$ cat config.mk
export PLATFORM = sky130hd
export DESIGN_NAME = synth_ctrl_device_flat
export DESIGN_NICKNAME = d
export VERILOG_FILES = /design/src/inc/synth_ctrl_pkg.sv /design/src/inc/synth_link_if.sv /design/src/verilog/synth_ctrl_device.sv /design/src/flat_wrapper.sv
export SDC_FILE = /design/constraint.sdc
export NUM_CORES = 1
export LEC_CHECK = 0
export ABC_AREA = 1
export BUFFER_PORTS_ARGS = -buffer_cell sky130_fd_sc_hd__buf_4
export CORE_UTILIZATION = 46
export CTS_CLUSTER_DIAMETER = 50
export DETAILED_ROUTE_END_ITERATION = 6
export GPL_TIMING_DRIVEN = 0
export PLACE_DENSITY = 0.75
export SYNTH_ARGS = -nofsm -noshare
export SYNTH_HDL_FRONTEND = slang
export SYNTH_SLANG_ARGS = --single-unit
export TNS_END_PERCENT = 1
$ cat constraint.sdc
create_clock -name mclk -period 2.8 [get_ports mclk]
set_clock_uncertainty 0.2 [all_clocks]
set_input_delay 0.42 -clock mclk [delete_from_list [all_inputs] [get_ports mclk]]
set_output_delay 0.42 -clock mclk [all_outputs]
set_load 0.01 [all_outputs]
$ cat src/inc/synth_ctrl_pkg.sv
// Shared constants for the synthesizer control word link.
// Assumes both ends import it; words are 32 bits, MSB first.
package synth_ctrl_pkg;
  localparam int WORD_BITS = 32;
  // Address field and register indices
  localparam int ADDR_HI = 2;
  localparam logic [2:0] DIVIDER_WORD_ADDR = 3'h0;
  localparam logic [2:0] MODULUS_PHASE_WORD_ADDR = 3'h1;
  localparam logic [2:0] REFERENCE_NOISE_WORD_ADDR = 3'h2;
  localparam logic [2:0] LAST_WORD_ADDR = 3'h5;
  // Reset values
  localparam logic [31:0] DIVIDER_WORD_RESET = 32'h007d0000;
  localparam logic [31:0] MODULUS_PHASE_WORD_RESET = 32'h2000fff9;
  localparam logic [31:0] REFERENCE_NOISE_WORD_RESET = 32'h00004042;
  // Divider word fields
  localparam int INT_MODE_BIT = 31;
  localparam int INT_DIV_HI = 30;
  localparam int INT_DIV_LO = 15;
  localparam int FRAC_HI = 14;
  localparam int FRAC_LO = 3;
  // Modulus and phase word fields
  localparam int RESERVED_M_BIT = 31;
  localparam int LINEARITY_HI = 30;
  localparam int LINEARITY_LO = 29;
  localparam int PUMP_TEST_HI = 28;
  localparam int PUMP_TEST_LO = 27;
  localparam int PHASE_HI = 26;
  localparam int PHASE_LO = 15;
  localparam int MODULUS_HI = 14;
  localparam int MODULUS_LO = 3;
  // Reference and noise word fields
  localparam int LOCK_SPEED_BIT = 31;
  localparam int NOISE_HI = 30;
  localparam int NOISE_LO = 29;
  localparam int PIN_SEL_HI = 28;
  localparam int PIN_SEL_LO = 26;
  localparam int DOUBLER_BIT = 25;
  localparam int HALVE_BIT = 24;
  localparam int REF_DIV_HI = 23;
  localparam int REF_DIV_LO = 14;
  localparam int LOCK_FUNC_BIT = 8;
  localparam int SHUTDOWN_BIT = 5;
  // Allowed ranges
  localparam logic [15:0] INT_DIV_MIN_INT = 16'h0010;
  localparam logic [15:0] INT_DIV_MIN_FRAC = 16'h0013;
  localparam logic [15:0] INT_DIV_MAX_FRAC = 16'h0ffb;
  localparam logic [11:0] MODULUS_MIN = 12'h002;
  // Multiplexed pin codes
  localparam logic [3:0] PIN_TRISTATE = 4'h0;
  localparam logic [3:0] PIN_HIGH = 4'h1;
  localparam logic [3:0] PIN_LOW = 4'h2;
  localparam logic [3:0] PIN_REF_DIV = 4'h3;
  localparam logic [3:0] PIN_FB_HALF = 4'h4;
  localparam logic [3:0] PIN_ANALOG_LOCK = 4'h5;
  localparam logic [3:0] PIN_DIGITAL_LOCK = 4'h6;
  localparam logic [3:0] PIN_SYNC_IN = 4'h7;
  localparam logic [3:0] PIN_READBACK = 4'hc;
  // Timing
  localparam int CLOCK_HZ = 50_000_000;
  localparam int PASS_GAP_MS = 20;
  localparam int PASS_GAP_CYCLES = CLOCK_HZ / 1000 * PASS_GAP_MS;
  localparam int LINK_PERIOD_NS = 160;
  localparam int LINK_HALF_CYCLES = LINK_PERIOD_NS / 2 / (1_000_000_000 / CLOCK_HZ);
endpackage

$ cat src/inc/synth_link_if.sv
// Four-wire control link: clock, data, load strobe, multiplexed pin.
// Assumes the bench resolves the pin level from muxPinOe.
`timescale 1ns/10ps
`default_nettype none
interface synth_link_if;
  logic linkClk;
  logic linkData;
  logic loadEnable;
  logic muxPinOut;
  logic muxPinOe;
  logic muxPinIn;
  modport device (input linkClk, input linkData, input loadEnable,
                  output muxPinOut, output muxPinOe, input muxPinIn);
  modport host (output linkClk, output linkData, output loadEnable,
                input muxPinIn);
endinterface
`default_nettype wire

$ cat src/verilog/synth_ctrl_device.sv
// Device end: serial word receiver, control registers 0..2, pin mux.
// Assumes link pins arrive asynchronously and are synchronised here.
`timescale 1ns/10ps
`default_nettype none
module synth_ctrl_device
  import synth_ctrl_pkg::*;
(
  input  wire logic        mclk,
  input  wire logic        rstn,
  synth_link_if.device     link,
  input  wire logic        pinSelectMsb,
  input  wire logic        refDivSrc,
  input  wire logic        fbHalfSrc,
  input  wire logic        analogLock,
  input  wire logic        digitalLock,
  input  wire logic        readbackBit,
  output logic             syncFromPin,
  output logic             intMode,
  output logic [15:0]      intDivider,
  output logic [11:0]      fracNumerator,
  output logic [1:0]       pumpLinearity,
  output logic [1:0]       pumpTestSelect,
  output logic [11:0]      phaseStep,
  output logic [11:0]      modulusActive,
  output logic             lockSpeedSelect,
  output logic [1:0]       modulatorNoiseSelect,
  output logic [3:0]       pinOutputSelect,
  output logic             refDoublerEnable,
  output logic             refHalveEnable,
  output logic [9:0]       refDividerActive,
  output logic             lockFunctionSelect,
  output logic             lowPower,
  output logic             lockModeMismatch,
  output logic             deviceEnabled,
  output logic             vcoSelectStart
);
  // Bit order of the synchronised vector: clock, data, load, pin
  localparam int SYNC_W = 4;

  logic [SYNC_W-1:0] sync1_q, sync2_q, sync3_q, level_q, level_d;
  logic              clkRise, loadRise, dataNow;

  // Three-flop capture; a level counts once stages two and three agree
  always_comb begin
    level_d = level_q;
    for (int i = 0; i < SYNC_W; i++) begin
      if (sync2_q[i] == sync3_q[i]) begin
        level_d[i] = sync3_q[i];
      end
    end
  end

  always_ff @(posedge mclk) begin
    if (!rstn) begin
      sync1_q <= '0;
      sync2_q <= '0;
      sync3_q <= '0;
      level_q <= '0;
    end else begin
      sync1_q <= {link.muxPinIn, link.loadEnable, link.linkData, link.linkClk};
      sync2_q <= sync1_q;
      sync3_q <= sync2_q;
      level_q <= level_d;
    end
  end

  // Edges seen in the filtered levels
  assign clkRise  = level_d[0] & ~level_q[0];
  assign loadRise = level_d[2] & ~level_q[2];
  assign dataNow  = level_d[1];
  assign syncFromPin = level_q[3];

  logic [31:0] shift_q, shift_d;
  logic [31:0] divWord_q, divWord_d;
  logic [31:0] modPhase_q, modPhase_d;
  logic [31:0] refNoise_q, refNoise_d;
  logic [11:0] modulusActive_q, modulusActive_d;
  logic [9:0]  refDivActive_q, refDivActive_d;
  logic        enabled_q, enabled_d;
  logic        vcoStart_q, vcoStart_d;
  logic [2:0]  wordAddr;

  assign wordAddr = shift_q[ADDR_HI:0];

  // Word capture, routing and double-buffer transfer
  always_comb begin
    shift_d         = shift_q;
    divWord_d       = divWord_q;
    modPhase_d      = modPhase_q;
    refNoise_d      = refNoise_q;
    modulusActive_d = modulusActive_q;
    refDivActive_d  = refDivActive_q;
    enabled_d       = enabled_q;
    vcoStart_d      = 1'b0;
    if (clkRise) begin
      shift_d = {shift_q[30:0], dataNow};     // MSB arrives first
    end
    if (loadRise) begin
      case (wordAddr)
        DIVIDER_WORD_ADDR: begin
          divWord_d = shift_q;
          modulusActive_d = modPhase_q[MODULUS_HI:MODULUS_LO];
          refDivActive_d = refNoise_q[REF_DIV_HI:REF_DIV_LO];
          enabled_d = 1'b1;
          vcoStart_d = enabled_q;
        end
        MODULUS_PHASE_WORD_ADDR: begin
          modPhase_d = shift_q;
        end
        REFERENCE_NOISE_WORD_ADDR: begin
          refNoise_d = shift_q;
        end
        default: begin
          // Words for registers 3..5 belong to other blocks
        end
      endcase
    end
  end

  always_ff @(posedge mclk) begin
    if (!rstn) begin
      shift_q         <= '0;
      divWord_q       <= DIVIDER_WORD_RESET;
      modPhase_q      <= MODULUS_PHASE_WORD_RESET;
      refNoise_q      <= REFERENCE_NOISE_WORD_RESET;
      modulusActive_q <= MODULUS_PHASE_WORD_RESET[MODULUS_HI:MODULUS_LO];
      refDivActive_q  <= REFERENCE_NOISE_WORD_RESET[REF_DIV_HI:REF_DIV_LO];
      enabled_q       <= 1'b0;
      vcoStart_q      <= 1'b0;
    end else begin
      shift_q         <= shift_d;
      divWord_q       <= divWord_d;
      modPhase_q      <= modPhase_d;
      refNoise_q      <= refNoise_d;
      modulusActive_q <= modulusActive_d;
      refDivActive_q  <= refDivActive_d;
      enabled_q       <= enabled_d;
      vcoStart_q      <= vcoStart_d;
    end
  end

  // fields decoded from register contents; the pin select MSB comes from pinSelectMsb
  assign intMode = divWord_q[INT_MODE_BIT];
  assign intDivider = divWord_q[INT_DIV_HI:INT_DIV_LO];
  assign fracNumerator = divWord_q[FRAC_HI:FRAC_LO];
  assign pumpLinearity = modPhase_q[LINEARITY_HI:LINEARITY_LO];
  assign pumpTestSelect = modPhase_q[PUMP_TEST_HI:PUMP_TEST_LO];
  assign phaseStep = modPhase_q[PHASE_HI:PHASE_LO];
  assign modulusActive = modulusActive_q;
  assign lockSpeedSelect = refNoise_q[LOCK_SPEED_BIT];
  assign modulatorNoiseSelect = refNoise_q[NOISE_HI:NOISE_LO];
  assign pinOutputSelect = {pinSelectMsb, refNoise_q[PIN_SEL_HI:PIN_SEL_LO]};
  assign refDoublerEnable = refNoise_q[DOUBLER_BIT];
  assign refHalveEnable = refNoise_q[HALVE_BIT];
  assign refDividerActive = refDivActive_q;
  assign lockFunctionSelect = refNoise_q[LOCK_FUNC_BIT];
  assign lowPower = refNoise_q[SHUTDOWN_BIT];
  // flag a lock mode that disagrees
  assign lockModeMismatch = intMode ^ lockFunctionSelect;
  assign deviceEnabled = enabled_q;
  assign vcoSelectStart = vcoStart_q;

  logic pinOut_q, pinOut_d, pinOe_q, pinOe_d;

  // multiplexed pin source; reserved codes float
  always_comb begin
    pinOut_d = 1'b0;
    pinOe_d  = 1'b1;
    case (pinOutputSelect)
      PIN_HIGH:         pinOut_d = 1'b1;
      PIN_LOW:          pinOut_d = 1'b0;
      PIN_REF_DIV:      pinOut_d = refDivSrc;
      PIN_FB_HALF:      pinOut_d = fbHalfSrc;
      PIN_ANALOG_LOCK:  pinOut_d = analogLock;
      PIN_DIGITAL_LOCK: pinOut_d = digitalLock;
      PIN_READBACK:     pinOut_d = readbackBit;
      PIN_TRISTATE, PIN_SYNC_IN: pinOe_d = 1'b0;
      default:          pinOe_d = 1'b0;
    endcase
  end

  always_ff @(posedge mclk) begin
    if (!rstn) begin
      pinOut_q <= 1'b0;
      pinOe_q  <= 1'b0;
    end else begin
      pinOut_q <= pinOut_d;
      pinOe_q  <= pinOe_d;
    end
  end

  assign link.muxPinOut = pinOut_q;
  assign link.muxPinOe  = pinOe_q;
endmodule // synth_ctrl_device
`default_nettype wire

$ cat src/flat_wrapper.sv
// flat-port wrapper written by rule: the top's interface ports become plain ports
module synth_ctrl_device_flat import synth_ctrl_pkg::*;
  (mclk, rstn, pinSelectMsb, refDivSrc, fbHalfSrc, analogLock, digitalLock, readbackBit, syncFromPin, intMode, intDivider, fracNumerator, pumpLinearity, pumpTestSelect, phaseStep, modulusActive, lockSpeedSelect, modulatorNoiseSelect, pinOutputSelect, refDoublerEnable, refHalveEnable, refDividerActive, lockFunctionSelect, lowPower, lockModeMismatch, deviceEnabled, vcoSelectStart, link_linkClk, link_linkData, link_loadEnable, link_muxPinOut, link_muxPinOe, link_muxPinIn);
  synth_link_if link_i ();
  input  wire logic mclk;
  input  wire logic rstn;
  input  wire logic pinSelectMsb;
  input  wire logic refDivSrc;
  input  wire logic fbHalfSrc;
  input  wire logic analogLock;
  input  wire logic digitalLock;
  input  wire logic readbackBit;
  output logic syncFromPin;
  output logic intMode;
  output logic [15:0] intDivider;
  output logic [11:0] fracNumerator;
  output logic [1:0] pumpLinearity;
  output logic [1:0] pumpTestSelect;
  output logic [11:0] phaseStep;
  output logic [11:0] modulusActive;
  output logic lockSpeedSelect;
  output logic [1:0] modulatorNoiseSelect;
  output logic [3:0] pinOutputSelect;
  output logic refDoublerEnable;
  output logic refHalveEnable;
  output logic [9:0] refDividerActive;
  output logic lockFunctionSelect;
  output logic lowPower;
  output logic lockModeMismatch;
  output logic deviceEnabled;
  output logic vcoSelectStart;
  input wire logic [$bits(link_i.linkClk)-1:0] link_linkClk;
  input wire logic [$bits(link_i.linkData)-1:0] link_linkData;
  input wire logic [$bits(link_i.loadEnable)-1:0] link_loadEnable;
  output wire logic [$bits(link_i.muxPinOut)-1:0] link_muxPinOut;
  output wire logic [$bits(link_i.muxPinOe)-1:0] link_muxPinOe;
  input wire logic [$bits(link_i.muxPinIn)-1:0] link_muxPinIn;
  assign link_i.linkClk = link_linkClk;
  assign link_i.linkData = link_linkData;
  assign link_i.loadEnable = link_loadEnable;
  assign link_muxPinOut = link_i.muxPinOut;
  assign link_muxPinOe = link_i.muxPinOe;
  assign link_i.muxPinIn = link_muxPinIn;
  synth_ctrl_device u_core (.mclk(mclk), .rstn(rstn), .link(link_i), .pinSelectMsb(pinSelectMsb), .refDivSrc(refDivSrc), .fbHalfSrc(fbHalfSrc), .analogLock(analogLock), .digitalLock(digitalLock), .readbackBit(readbackBit), .syncFromPin(syncFromPin), .intMode(intMode), .intDivider(intDivider), .fracNumerator(fracNumerator), .pumpLinearity(pumpLinearity), .pumpTestSelect(pumpTestSelect), .phaseStep(phaseStep), .modulusActive(modulusActive), .lockSpeedSelect(lockSpeedSelect), .modulatorNoiseSelect(modulatorNoiseSelect), .pinOutputSelect(pinOutputSelect), .refDoublerEnable(refDoublerEnable), .refHalveEnable(refHalveEnable), .refDividerActive(refDividerActive), .lockFunctionSelect(lockFunctionSelect), .lowPower(lowPower), .lockModeMismatch(lockModeMismatch), .deviceEnabled(deviceEnabled), .vcoSelectStart(vcoSelectStart));
endmodule
* After elaboration in Yosys (flattened, before gate mapping)
Index checks and enable logic that the tools add are counted.
** Storage, ports and cells
- Flip-flop bits (word level) :: 169
- Word-level logic and storage cells :: 44
** Cells by class
- Equality and inequality tests :: 13
- Multiplexer cells :: 5
- Reduce and logical (&&, ||, !) cells :: 6
- Bitwise logic cells :: 5
** Operators with widths (number)
- 4-bit by 3-bit equality test with 1-bit output (second input constant) :: 3
- 4-bit by 2-bit equality test with 1-bit output (second input constant) :: 2
- 7-bit OR reduction :: 1
- 1-bit one-hot mux with 6 select lines :: 1
- 2-bit AND reduction :: 3
- 1-bit equality test :: 4
- 4-bit by 1-bit equality test with 1-bit output (second input constant) :: 1
- 4-bit equality test (second input constant) :: 1
- 1-bit two-way mux :: 4
- 3-bit by 1-bit equality test with 1-bit output (second input constant) :: 1
- 3-bit by 2-bit equality test with 1-bit output (second input constant) :: 1
- 3-bit logical NOT :: 1
- 3-bit AND reduction :: 1
- 1-bit bitwise AND :: 2
- 1-bit inverter :: 2
- 1-bit XOR :: 1

* Logic depth before layout (Yosys ltp)
- Depth after elaboration :: 4
- Gate-level depth with buffers :: 8
- Gate-level depth less buffers :: 7

* Worst setup path after synthesis
No wires, ideal clock.
- Path kind :: reg2reg
- Start point :: register u_core.shift_q[2]
- End point :: register u_core.modPhase_q[23]
- Required time :: 2489 ps
- Cell stages (with the launch flop) :: 9
- Data arrival time :: 1028 ps
- Clock period less this slack :: 1340 ps
- Setup slack :: 1460 ps
- Path through :: dfxtp_1 -> inv_1 -> nand2_1 -> nor2_2 -> buf_2 -> buf_4 -> nand3_1 -> nand2_1 -> nor2_1
** On the way
- Longest elaborated chain between the ends :: 2
** Ends and longest elaborated chain
- start, declared :: line synth_ctrl_device.sv:73 : logic [31:0] shift_q, shift_d;
- start signal, assigned :: line synth_ctrl_device.sv:131 : shift_q <= shift_d;
- 3-bit by 1-bit equality test with 1-bit output :: line synth_ctrl_device.sv:99 : case (wordAddr)
- 2-bit AND reduction (no source line)
- end signal, assigned :: line synth_ctrl_device.sv:133 : modPhase_q <= modPhase_d;
- end, declared :: line synth_ctrl_device.sv:75 : logic [31:0] modPhase_q, modPhase_d;
Every way passes these cells.
A chain may end at the register's enable or synchronous reset.

* Final worst setup path
- Start point :: register u_core.refNoise_q[27]
- End point :: output port pinOutputSelect[1]
** RTL lines
- start, declared :: line synth_ctrl_device.sv:76 : logic [31:0] refNoise_q, refNoise_d;
- start signal, assigned :: line synth_ctrl_device.sv:134 : refNoise_q <= refNoise_d;
- end, declared :: line flat_wrapper.sv:23 : output logic [3:0] pinOutputSelect;
No word-level cell between the ends.

==> out/qor.yml <==
synthArstFlopShare_pct: 0
core_area_mm2: 0.0115
intPower_uw: 3810
diodes: 0
nets: 833
cts_tree: "built"
avgSynthCellArea_um2: 7.82
synth_edf_count: 0
gp_congestion: 0.849
yosys.area.top_type: "dfxtp_1"
yosysWarnings: 0
dp_slack_ns: 1.19
synthSimpleGateAreaFrac_pct: 24.2
crit_slowest_cell: "dfxtp_1"
fin_crit_sh_pct: 62.0
finalHoldViolCount: 0
synth_nets: 716
ir_worst_vdd_v: 0.000521
first_pass_iters: 7
yosysSeqAreaShare_pct: 54.9
multi_input_area_mm2: 0.00192
synth_seq_cells: 151
synthAdderAreaFrac_pct: 0
cp.arrival_ns: 1.12
grt_usage_pct: 21.7
num_io_pins: 96
setup_viol: 0
syn_inst: 704
grt_pass1_wl_um: 21600
rsz0062_at_grt: "false"
clock_latency_ns: 0.41
maxCapViolations: 0
comb_power_share_pct: 2.3
overflow: 0
path_cells: "buf_4 > buf_4"
path_depth: 2
drt-total-wl_um: 13100
die_area_mm2: 0.0124
yosys.cell_types.count: 20
antenna_found_initial: 0
clockPowerShare_pct: 51.5
synth_top_area_share_pct: 54.9
p_leak_uw: 0.00356
reg2reg_depth: 7
drt_iter0_drc: 283
synthFlopType: "dfxtp_1"
slew_headroom_pct: 68.7
power.switching_uw: 905
synthTopCellsByArea: "dfxtp_1 (55%), nor2_1 (11%), o21ai_0 (8.1%), nand2_1 (6.1%), nand3_1 (6.1%)"
final.setup.worst_slack_ns: 1.06
seqPwrFrac_pct: 46.2
viasPerCell: 4.98
drtAntennaViolNets: 0
rrSetupSlack_ns: 1.18
syn_area_mm2: 0.00550
cp_data_required_time_ns: 2.18
cts_buffers: 17
path_clk_slew_ns: 0.06
layout_common_cells: "nor2_1 (162), dfxtp_1 (151), buf_4 (125), nand2_1 (90), o21ai_0 (89)"
status: "finished with violations"
crit_start: "u_core.refNoise_q[27]"
worst_setup_path_start_kind: "flop"
crit_family: "flip-flops"
timing.critical_path.mode_cell: "buf_4"
p_sw_share_pct: 19.2
setup_tns_ns: 0
initial_core_util_pct: 47.8
post-route-drc-count: 14
r2r-end: "u_core.divWord_q[31]"
synth_compound_area_share_pct: 10.6
fmax_mhz: 576
grt_pass1_vias: 4490
maxSlewViolCount: 0
n_fill_cell: 971
grt_max_degree: 17
seq_area_mm2: 0.00302
area_growth_syn_to_layout_pct: 28.4
muxShareOfSynthArea_pct: 0
worst_pin_slew_ns: 0.469
clock_path_buffers: 2
final_common_cell: "nor2_1"
synth_xor_xnor_area_share_pct: 0.159
wire_per_inst_um: 13.4
hold_class: "in -> reg"
fp-row-count: 39
die_h_um: 111
place.port_buffers: 94
worstSetupEndpointType: "output pin"
failed_checks: "design-rule violations"
root_buffer: "clkbuf_16"
crit_end: "pinOutputSelect[1]"
dieWidth_um: 111
slowest_delay_ns: 0.45
vias: 4859
clock-sinks: 151
critical_path_class: "reg -> out"
synth_top_family_by_area: "simple AND/OR/NAND/NOR gates"
layout_min_cycle_time_ns: 1.74
p_per_area_mw_per_mm2: 667
crit_buf_inv: 2
path_max_fanout: 7
r2r-start: "u_core.shift_q[0]"
post-cts-setup-buffers: 0
htree_levels: 4
post-dp-hpwl_um: 9350
drive_gt1_share_pct: 22.0
-- power by group through the flow --
stage / registers [uW] / logic (uW) / clock network (uW)
after floorplan: 2220 / 58.9 / 0
after global placement: 2220 / 102 / 0
after detailed placement: 2220 / 104 / 0
after CTS: 2180 / 109 / 2440
after global routing: 2180 / 122 / 2540
final: 2180 / 109 / 2420
-- layout make-up --
class | instances | share of cell area, %
Clock inverter | 8 | 2.04
Inverter | 45 | 2.39
Buffer | 66 | 5.51
Sequential cell | 151 | 42.8
Tap cell | 143 | 2.53
Multi-Input combinational cell | 442 | 27.2
Timing Repair Buffer | 98 | 10.6
Clock buffer | 22 | 6.99
-- tightest hold or removal path, delay by kind of cell --
kind,cells,cell delay [ns]
buffers and inverters,1,0.09
and+or+nand+nor,2,0.08
AOI/OAI and AO/OA,1,0.07
-- kinds of logic after synthesis --
group           count (synthesis)
compound gates                116
xor+xnor                        1
buf+inv                       111
flops                         151
simple gates                  325
-- synthesized netlist by cell type (2+ instances only) --
cell type and n:
dfxtp_1 151, buf_4 31, clkbuf_1 13, nand3_1 67
a21oi_1 26, o21ai_0 89, nor2_1 162, nand2_1 90
nor2_2 2, buf_2 19, inv_1 43, buf_1 2
inv_2 2
-- worst min-delay path by stage --
stage	start	end	slack (ns)	cells after the start
5_1_grt	pinSelectMsb	u_core.link.muxPinOut	0.12	4
3_5_place_dp	u_core.sync1_q[1]	u_core.sync2_q[1]	0.20	2
2_1_floorplan	u_core.sync1_q[0]	u_core.sync2_q[0]	0.19	2
4_1_cts	pinSelectMsb	u_core.link.muxPinOut	0.09	4
6_report	pinSelectMsb	u_core.link.muxPinOut	0.1	4
3_3_place_gp	u_core.sync1_q[3]	u_core.sync2_q[3]	0.20	2
-- flip-flops by register name (all words and copies together) (netlist names) --
signal and flops:
u_core.link.muxPinOut 1, u_core.vcoSelectStart 1, u_core.modPhase_q 28, u_core.modulusActive 12, u_core.sync2_q 4, u_core.shift_q 32, u_core.level_q 4, u_core.sync3_q 4
u_core.refDividerActive 10, u_core.deviceEnabled 1, u_core.refNoise_q 20, u_core.divWord_q 29, u_core.link.muxPinOe 1, u_core.sync1_q 4
-- per-layer routing --
| metal | wire, um | track usage, % | share of wire [%] |
|---|---|---|---|
| met1 | 5980 | 28.8 | 46 |
| met2 | 6040 | 34.2 | 46 |
| met3 | 860 | 4.63 | 6.6 |
| met4 | 215 | 9.37 | 1.6 |
| met5 | 0 | 0 | 0 |
-- what timing repair did --
action / CTS / global route
hold buffers: 4 / 0
hold endpoints to repair: 4 / 0
setup endpoints to repair: 0 / 0
gates resized for setup: 0 / 0
-- through the flow --
| stage | cells | total power (uW) | cell area (um^2) | util (%) | hold slack (ns) |
|---|---|---|---|---|---|
| 6_report | 975 | 4710 | 7070 | 61.4 | 0.0985 |
| 5_1_grt | 975 | 4840 | 7070 | 61.4 | 0.118 |
| 4_1_cts | 975 | 4730 | 7070 | 61.4 | 0.0892 |
| 3_5_place_dp | 941 | 2330 | 6390 | 55.5 | 0.199 |
| 3_3_place_gp | 941 | 2320 | 6390 | 55.5 | 0.197 |
| 2_1_floorplan | 704 | 2280 | 5500 | - | 0.190 |
Power figures use the tool's default switching activity.
